==> src/core/dgc_pkg.sv <==
// Overview of operation
// [RULE1] each register has clear, set, invert aliases at plus 0x4, 0x8, 0xC; the interrupt status register ignores alias writes
// [RULE2] alias writes change only bits whose written data bit is one
// [RULE3] unimplemented bits ignore writes and read as zero
// [RULE4] global enable bit 15 turns the whole controller on or off; resets zero
// [RULE5] suspend bit 12 holds off all transfers for processor bus access
// [RULE6] module-active bit 11 reads one whenever the controller is active
// [RULE7] module-active reads zero only when disabled and no transfer in progress
// [RULE8] extended control resets to 0x00FFFFF8; all other channel registers zero
// [RULE9] software avoids register access right after clearing enable at 1:1 clock
package dgc_pkg;
   // ==========================================================
   // register offsets
   localparam logic [15:0] OFS_GLOBAL   = 16'h3000;
   localparam logic [15:0] OFS_IRQ_STAT = 16'h3400;
   localparam logic [15:0] OFS_IRQ_MASK = 16'h3410;
   localparam logic [15:0] OFS_C2_DAT   = 16'h3290;
   localparam logic [15:0] OFS_C2_CPTR  = 16'h3280;
   localparam logic [15:0] OFS_C3_CON   = 16'h32A0;
   localparam logic [15:0] OFS_C3_ECON  = 16'h32B0;
   localparam logic [15:0] OFS_C3_INT   = 16'h32C0;
   localparam logic [15:0] OFS_C3_SSA   = 16'h32D0;
   localparam logic [15:0] OFS_C3_DSA   = 16'h32E0;
   localparam logic [15:0] OFS_C3_SSIZ  = 16'h32F0;
   localparam logic [15:0] OFS_C3_DSIZ  = 16'h3300;
   localparam logic [15:0] OFS_C3_SPTR  = 16'h3310;
   localparam logic [15:0] OFS_C3_DPTR  = 16'h3320;
   localparam logic [15:0] OFS_C3_CSIZ  = 16'h3330;
   localparam logic [15:0] OFS_C3_CPTR  = 16'h3340;
   localparam logic [15:0] OFS_C3_DAT   = 16'h3350;
   // ==========================================================
   // alias sub-offsets
   localparam logic [1:0] ALIAS_NONE = 2'h0;
   localparam logic [1:0] ALIAS_CLR  = 2'h1;
   localparam logic [1:0] ALIAS_SET  = 2'h2;
   localparam logic [1:0] ALIAS_INV  = 2'h3;
   // ==========================================================
   // field positions and writable masks
   localparam int BIT_ON      = 15;
   localparam int BIT_SUSPEND = 12;
   localparam int BIT_ACTIVE  = 11;
   localparam int BIT_CHEN    = 7;
   localparam int BIT_CHBUSY  = 15;
   localparam logic [31:0] MSK_GLOBAL = 32'h0000_9000;
   localparam logic [31:0] MSK_CON    = 32'h0000_81F7;
   localparam logic [31:0] MSK_ECON   = 32'h00FF_FFF8;
   localparam logic [31:0] MSK_INT    = 32'h00FF_00FF;
   localparam logic [31:0] MSK_HALF   = 32'h0000_FFFF;
   localparam logic [31:0] MSK_BYTE   = 32'h0000_00FF;
   localparam logic [31:0] MSK_IRQ    = 32'h0000_0003;
   // ==========================================================
   // reset values
   localparam logic [31:0] RST_ECON = 32'h00FF_FFF8;
   localparam logic [31:0] RST_ZERO = 32'h0000_0000;
   // ==========================================================
   // bus carrier
   typedef struct packed {
      logic        wr;
      logic        rd;
      logic [15:0] addr;
      logic [31:0] wdata;
   } dgc_bus_t;
endpackage : dgc_pkg

==> src/core/dgc_regs.sv <==
// Implementation choice: the address-and-strobe port.
`timescale 1ns/10ps
module dgc_regs
   import dgc_pkg::*;
(
   input  wire logic        mclk_i,
   input  wire logic        nrst_i,
   input  wire dgc_bus_t    bus_i,
   input  wire logic        xfer_busy_i,
   input  wire logic [15:0] c3_sptr_i,
   input  wire logic [15:0] c3_dptr_i,
   input  wire logic [15:0] c3_cptr_i,
   input  wire logic [15:0] c2_cptr_i,
   output logic      [31:0] rdata_o,
   output logic             dma_on_o,
   output logic             xfer_allow_o,
   output logic             module_active_o,
   output logic             irq_o
);

   // ==========================================================
   // alias write helper
   function automatic logic [31:0] upd(input logic [31:0] cur,
                                       input logic [31:0] wd,
                                       input logic [1:0]  kind,
                                       input logic [31:0] msk);
      logic [31:0] n;
      case (kind)
         ALIAS_NONE: n = wd;
         ALIAS_CLR:  n = cur & ~wd; // RULE2
         ALIAS_SET:  n = cur | wd; // RULE2
         ALIAS_INV:  n = cur ^ wd; // RULE2
         default:    n = cur;
      endcase
      return n & msk; // RULE3
   endfunction : upd

   // ==========================================================
   // decode
   logic [15:0] base;
   logic [1:0]  kind;
   logic [31:0] wd;
   assign base = {bus_i.addr[15:4], 4'h0};
   assign kind = bus_i.addr[3:2]; // RULE1
   assign wd   = bus_i.wdata;

   function automatic logic hit(input logic [15:0] b,
                                input logic [15:0] ofs);
      return b == ofs;
   endfunction : hit

   // ==========================================================
   // registers
   logic [31:0] glb;
   logic [31:0] c3_con;
   logic [31:0] c3_econ;
   logic [31:0] c3_int;
   logic [31:0] c3_ssa;
   logic [31:0] c3_dsa;
   logic [31:0] c3_ssiz;
   logic [31:0] c3_dsiz;
   logic [31:0] c3_csiz;
   logic [31:0] c3_dat;
   logic [31:0] c2_dat;
   logic [31:0] irq_stat;
   logic [31:0] irq_mask;
   logic        busy_q;
   logic        on_q;

   always_ff @(posedge mclk_i or negedge nrst_i) begin
      if (!nrst_i) begin
         glb <= RST_ZERO; // RULE4
      end else if (bus_i.wr && hit(base, OFS_GLOBAL)) begin
         glb <= upd(glb, wd, kind, MSK_GLOBAL); // RULE1 RULE4 RULE5
      end
   end

   always_ff @(posedge mclk_i or negedge nrst_i) begin
      if (!nrst_i) begin
         c3_con  <= RST_ZERO; // RULE8
         c3_econ <= RST_ECON; // RULE8
         c3_int  <= RST_ZERO;
         c3_ssa  <= RST_ZERO;
         c3_dsa  <= RST_ZERO;
         c3_ssiz <= RST_ZERO;
         c3_dsiz <= RST_ZERO;
         c3_csiz <= RST_ZERO;
         c3_dat  <= RST_ZERO;
         c2_dat  <= RST_ZERO;
      end else if (bus_i.wr) begin
         if (hit(base, OFS_C3_CON))
            c3_con <= upd(c3_con, wd, kind, MSK_CON);
         if (hit(base, OFS_C3_ECON))
            c3_econ <= upd(c3_econ, wd, kind, MSK_ECON);
         if (hit(base, OFS_C3_INT))
            c3_int <= upd(c3_int, wd, kind, MSK_INT);
         if (hit(base, OFS_C3_SSA))
            c3_ssa <= upd(c3_ssa, wd, kind, '1);
         if (hit(base, OFS_C3_DSA))
            c3_dsa <= upd(c3_dsa, wd, kind, '1);
         if (hit(base, OFS_C3_SSIZ))
            c3_ssiz <= upd(c3_ssiz, wd, kind, MSK_HALF);
         if (hit(base, OFS_C3_DSIZ))
            c3_dsiz <= upd(c3_dsiz, wd, kind, MSK_HALF);
         if (hit(base, OFS_C3_CSIZ))
            c3_csiz <= upd(c3_csiz, wd, kind, MSK_HALF);
         if (hit(base, OFS_C3_DAT))
            c3_dat <= upd(c3_dat, wd, kind, MSK_BYTE);
         if (hit(base, OFS_C2_DAT))
            c2_dat <= upd(c2_dat, wd, kind, MSK_BYTE);
      end
   end

   // ==========================================================
   // busy and enable status
   always_ff @(posedge mclk_i or negedge nrst_i) begin
      if (!nrst_i) begin
         busy_q       <= 1'b0;
         on_q         <= 1'b0;
         xfer_allow_o <= 1'b0;
      end else begin
         busy_q       <= glb[BIT_ON] | xfer_busy_i; // RULE6 RULE7
         on_q         <= glb[BIT_ON];
         xfer_allow_o <= glb[BIT_ON] & ~glb[BIT_SUSPEND]; // RULE5
      end
   end

   assign dma_on_o        = on_q;
   assign module_active_o = busy_q;

   // ==========================================================
   // interrupt: bit0 enable fell, bit1 module-active fell (enable off and no transfer)
   logic busy_d;
   logic [31:0] ev;
   always_ff @(posedge mclk_i or negedge nrst_i) begin
      if (!nrst_i)
         busy_d <= 1'b0;
      else
         busy_d <= busy_q;
   end
   assign ev = {30'h0, busy_d & ~busy_q, on_q & ~glb[BIT_ON]};

   always_ff @(posedge mclk_i or negedge nrst_i) begin
      if (!nrst_i) begin
         irq_stat <= RST_ZERO;
         irq_mask <= RST_ZERO;
      end else begin
         if (bus_i.wr && hit(base, OFS_IRQ_STAT) && kind == ALIAS_NONE)
            irq_stat <= ((irq_stat & ~wd) | ev) & MSK_IRQ;
         else
            irq_stat <= (irq_stat | ev) & MSK_IRQ;
         if (bus_i.wr && hit(base, OFS_IRQ_MASK))
            irq_mask <= upd(irq_mask, wd, kind, MSK_IRQ);
      end
   end

   always_ff @(posedge mclk_i or negedge nrst_i) begin
      if (!nrst_i)
         irq_o <= 1'b0;
      else
         irq_o <= |(((irq_stat | ev) & irq_mask & MSK_IRQ));
   end

   // ==========================================================
   // read port
   logic [31:0] glb_rd;
   logic [31:0] con_rd;
   logic [31:0] next_rdata;
   assign glb_rd = {glb[31:12], busy_q, glb[10:0]}; // RULE6
   assign con_rd = c3_con | ({31'h0, xfer_busy_i} << BIT_CHBUSY);

   always_comb begin
      next_rdata = 32'h0000_0000;
      if (bus_i.rd && kind == ALIAS_NONE) begin
         case (base)
            OFS_GLOBAL:   next_rdata = glb_rd;
            OFS_C3_CON:   next_rdata = con_rd;
            OFS_C3_ECON:  next_rdata = c3_econ;
            OFS_C3_INT:   next_rdata = c3_int;
            OFS_C3_SSA:   next_rdata = c3_ssa;
            OFS_C3_DSA:   next_rdata = c3_dsa;
            OFS_C3_SSIZ:  next_rdata = c3_ssiz;
            OFS_C3_DSIZ:  next_rdata = c3_dsiz;
            OFS_C3_SPTR:  next_rdata = {16'h0, c3_sptr_i};
            OFS_C3_DPTR:  next_rdata = {16'h0, c3_dptr_i};
            OFS_C3_CSIZ:  next_rdata = c3_csiz;
            OFS_C3_CPTR:  next_rdata = {16'h0, c3_cptr_i};
            OFS_C3_DAT:   next_rdata = c3_dat;
            OFS_C2_CPTR:  next_rdata = {16'h0, c2_cptr_i};
            OFS_C2_DAT:   next_rdata = c2_dat;
            OFS_IRQ_STAT: next_rdata = irq_stat;
            OFS_IRQ_MASK: next_rdata = irq_mask;
            default:      next_rdata = 32'h0000_0000; // RULE3
         endcase
      end
   end

   always_ff @(posedge mclk_i or negedge nrst_i) begin
      if (!nrst_i)
         rdata_o <= 32'h0000_0000;
      else
         rdata_o <= next_rdata;
   end
endmodule : dgc_regs

==> config.mk <==
export PLATFORM = sky130hd
export DESIGN_NAME = dgc_regs
export DESIGN_NICKNAME = d
export VERILOG_FILES = /design/src/core/dgc_pkg.sv /design/src/core/dgc_regs.sv
export SDC_FILE = /design/constraint.sdc
export NUM_CORES = 1
export LEC_CHECK = 0
export BUFFER_PORTS_ARGS = -buffer_cell sky130_fd_sc_hd__clkbuf_2
export CORE_MARGIN = 1.5
export CORE_UTILIZATION = 50
export DETAILED_ROUTE_END_ITERATION = 8
export PLACE_DENSITY = 0.71
export SLEW_MARGIN = 10
export SYNTH_ARGS = -nofsm -noshare
export SYNTH_HDL_FRONTEND = slang
export SYNTH_SLANG_ARGS = --single-unit
export TNS_END_PERCENT = 1
==> constraint.sdc <==
create_clock -name mclk_i -period 1.4 [get_ports mclk_i]
set_input_delay 0.07 -clock mclk_i [delete_from_list [all_inputs] [get_ports mclk_i]]
set_output_delay 0.07 -clock mclk_i [all_outputs]
set_load 0.05 [all_outputs]
==> results.md <==
* Pleak at 11.6 nW
* Antenna cells at 0
* Setup ws final at -19.6 ps
* Via count at around 19000
* Most common cell after layout, fill and taps aside: a21oi_1
* CP endpoint kind: flip-flop
* Min Tclk post-route at around 1400 ps
* Final Setup Violations at 4
* RePlAce Congestion at approximately 0.94
* R2r startpoint: c3_ssa[31]$_DFFE_PN0P_
* Largest net degree at the start of global routing at between 80 and 90
* DP HPWL at 46400 um
* Number of global-route vias before repair at 18600
* CP max stage cell: mux4_2
* WL final at ~65000 um
* Post-synth top flop: dfrtp_1
* Global-route wire length before repair at 101000 um
* CTS sink cnt at approximately 220
* Worst-skew pair later-pin latency at 570 ps
* Post-Synthesis Cells at 2385
* Mean Syn Cell Area at 8.09 sq um
* Post-layout instance count excluding filler cells at 3194
* Core area at 37800 sq um
* Clock transition at path regs at 60 ps
* Register area share after synthesis at 28.3%
* Hold Vio Cnt, Final at 0
* Number of flops mapped to enable cells by yosys at 0
* Synth Warn # at 0
* Mapped Nets at 2858
* DRT antenna net count at 0
* Area occupied by multi-input gates at 12500 sq um
* Cells after DPL at 3110
* Critical Path Fanout Max at 3
* Rows at 71
* Power, Total at 0.0173 W
* CTS Root Cell: clkbuf_16
* Max VDD drop at 0.880 mV
* Worst-Margin Slew at 819 ps
* Netlist cell types at 61
* Synthesized area at 19300 sq um
* Worst Setup Start Kind: flip-flop
* Outcome: finished, violations left
* Reg2reg end: c3_ssa[31]$_DFFE_PN0P_
* CTS Buf Count at 28
* CTS tree: yes
* DRC Markers at 0
* Worst Path Arrival at 1870 ps
* Die Wd at 200 um
* Worst endpoint required time at 1850 ps
* Port Buffers at 150
* FF+latch area at between 5000 and 6000 sq um
* Worst hold path stage count at 5
* Hold Path Origin: c3_cptr_i[14]
* WL/cell at 20.3 um
* Layout cells sized above 1 at 20.2%
* Overflow after GRT at 0
* Pwr dens at around 730 nW/um^2
* Max cap viols at 0
* FF-to-FF path depth at 5
* DP Worst Slack at -369 ps
* Slowest stage delay, CP at 460 ps
* H-tree depth at 1
* TritonRoute pass-1 iters at 6
* DRT iter0 DRCs at 1362
* Min-Delay Endpoint: rdata_o[14]$_DFF_PN0_
* Relative slew slack at 45.2%
* Final instance area at 23700 sq um
* #FFs+latches synth at ~220
* Period utilization at 101%
* Initial Utilization at 51.0%
* Clk_skew at 10.0 ps
* Min Hold Slack at ~17 ps
* Max Clock Freq at 704 MHz
* Fill cell count at 3341
* Post-synth ARST share at 100%
* Critical path class: flip-flop to flip-flop
* Hold Path Class: input pin to flip-flop
* Ports at 153
* RSZ-0062 raised after global routing: yes
* Area delta synth->final at 22.7%
* Via/cell ratio at between 5 and 6
* Commonest cells after routing, fill and taps aside: 464 x a21oi_1, 352 x ha_1, 335 x nor2_1
* Gr usage total at 32.5%
* Reg2Reg Setup Slack at -20 ps
* Die area at 39800 sq um
* Antenna violations before repair at 1
* Cell-by-cell trace of the critical path: inv_2 -> ha_1 -> mux4_2 -> nor2_1 -> a21oi_1
* Clock Tree Buf Depth at 3
* Placed inst area at 22300 sq um
* Final net count at 3134
* Failing checks: negative setup slack
* Die Ht at 200 um
* Pins Over Slew Limit at 0
layout make-up:
| class | instances | share of cell area (%) |
|---|---|---|
| inverters | 214 | 3.39 |
| clock buffers | 35 | 3.37 |
| repair buffers | 412 | 14.0 |
| clock inverters | 17 | 0.708 |
| flip-flops and latches | 217 | 23.0 |
| well taps | 511 | 2.70 |
| multi-input cells | 1788 | 52.8 |
critical path: cells and delay by family (launching register included):
kind | cells | cell delay (ps)
compound gates | 1 | 50
fa+ha+maj | 1 | 260
buf+inv | 1 | 60
flops | 1 | 390
mux | 1 | 460
simple gates | 1 | 90
what timing repair did:
action	in CTS	in global routing
endpoints found under the hold margin	218	0
buffers inserted	2	4
pin swaps	2	26
setup endpoints to repair	6	47
hold buffers	27	0
gates resized for setup	8	33
state kept, by name (all words and copies together), names as in the netlist:
| signal | count |
|---|---|
| xfer_allow_o | 1 |
| c3_csiz | 16 |
| glb | 2 |
| c3_int | 16 |
| c3_ssiz | 16 |
| module_active_o | 1 |
| c3_dsiz | 16 |
| c3_dsa | 32 |
| c3_dat | 8 |
| dma_on_o | 1 |
| busy_d | 1 |
| c3_con | 9 |
| rdata_o | 32 |
| irq_o | 1 |
| c2_dat | 8 |
| irq_stat | 2 |
| irq_mask | 2 |
| c3_econ | 21 |
| c3_ssa | 32 |
per-layer routing:
metal / global-route usage [%] / vias up / part of all wire, %
met2: 53.7 / 677 / 46
met4: 16.8 / 2 / 5.8
li1: - / 8868 / -
met3: 4.61 / 178 / 6.5
met1: 41.2 / 9086 / 41
met5: 0 / - / 0.026
stage by stage:
step | setup TNS, ps | util (%)
2_1_floorplan | -6830 | -
3_3_place_gp | -40990 | 58.8
3_5_place_dp | -50320 | 58.8
4_1_cts | -57.3 | 62.2
5_1_grt | -783 | 62.6
6_report | -47.7 | 62.6
synthesized netlist by cell type (all sizes together), types with 21 or more instances:
master	count	area share [%]
a21oi	469	12
ha	356	23
nor2	343	6.9
inv	214	4.2
dfrtp	196	25
a211oi	159	6.2
nand2	114	2.3
clkbuf	100	1.9
o21ai	94	2.4
buf	66	1.8
a22oi	51	2.0
nor3	35	0.93
nor2b	33	1.1
dfstp	21	2.9
how the worst max path moves through the flow:
| stage | startpoint | end | slack (ps) | depth (start not counted) |
|---|---|---|---|---|
| 2_1_floorplan | bus_i[36] | rdata_o[15]$_DFF_PN0_ | -80 | 9 |
| 3_3_place_gp | bus_i[40] | c3_ssiz[15]$_DFFE_PN0P_ | -350 | 9 |
| 3_5_place_dp | bus_i[46] | rdata_o[12]$_DFF_PN0_ | -370 | 8 |
| 4_1_cts | c3_ssa[31]$_DFFE_PN0P_ | c3_ssa[31]$_DFFE_PN0P_ | -40 | 5 |
| 5_1_grt | c3_ssa[31]$_DFFE_PN0P_ | c3_ssa[31]$_DFFE_PN0P_ | -60 | 5 |
| 6_report | c3_ssa[31]$_DFFE_PN0P_ | c3_ssa[31]$_DFFE_PN0P_ | -20 | 5 |
power by group:
group / switching [W] / internal (W) / total (W)
Sequential: 0.0000299 / 0.00632 / 0.00635
Clock: 0.00313 / 0.00457 / 0.00770
Combinational: 0.00197 / 0.00131 / 0.00329
Total: 0.00514 / 0.0122 / 0.0173
cells by family (layout without fill, tap and decap cells):
| kind of cell | count (synthesis) | in the layout | synth area share [%] |
|---|---|---|---|
| AO/OA/AOI/OAI | 832 | 832 | 25.2 |
| AND/OR/NAND/NOR | 561 | 561 | 12.9 |
| buffers and inverters | 380 | 678 | 7.88 |
| adder cells (fa/ha/maj) | 356 | 356 | 23.1 |
| flip-flops | 217 | 217 | 28.3 |
| multiplexers | 39 | 39 | 2.68 |
(Power assumes the default switching activity.)
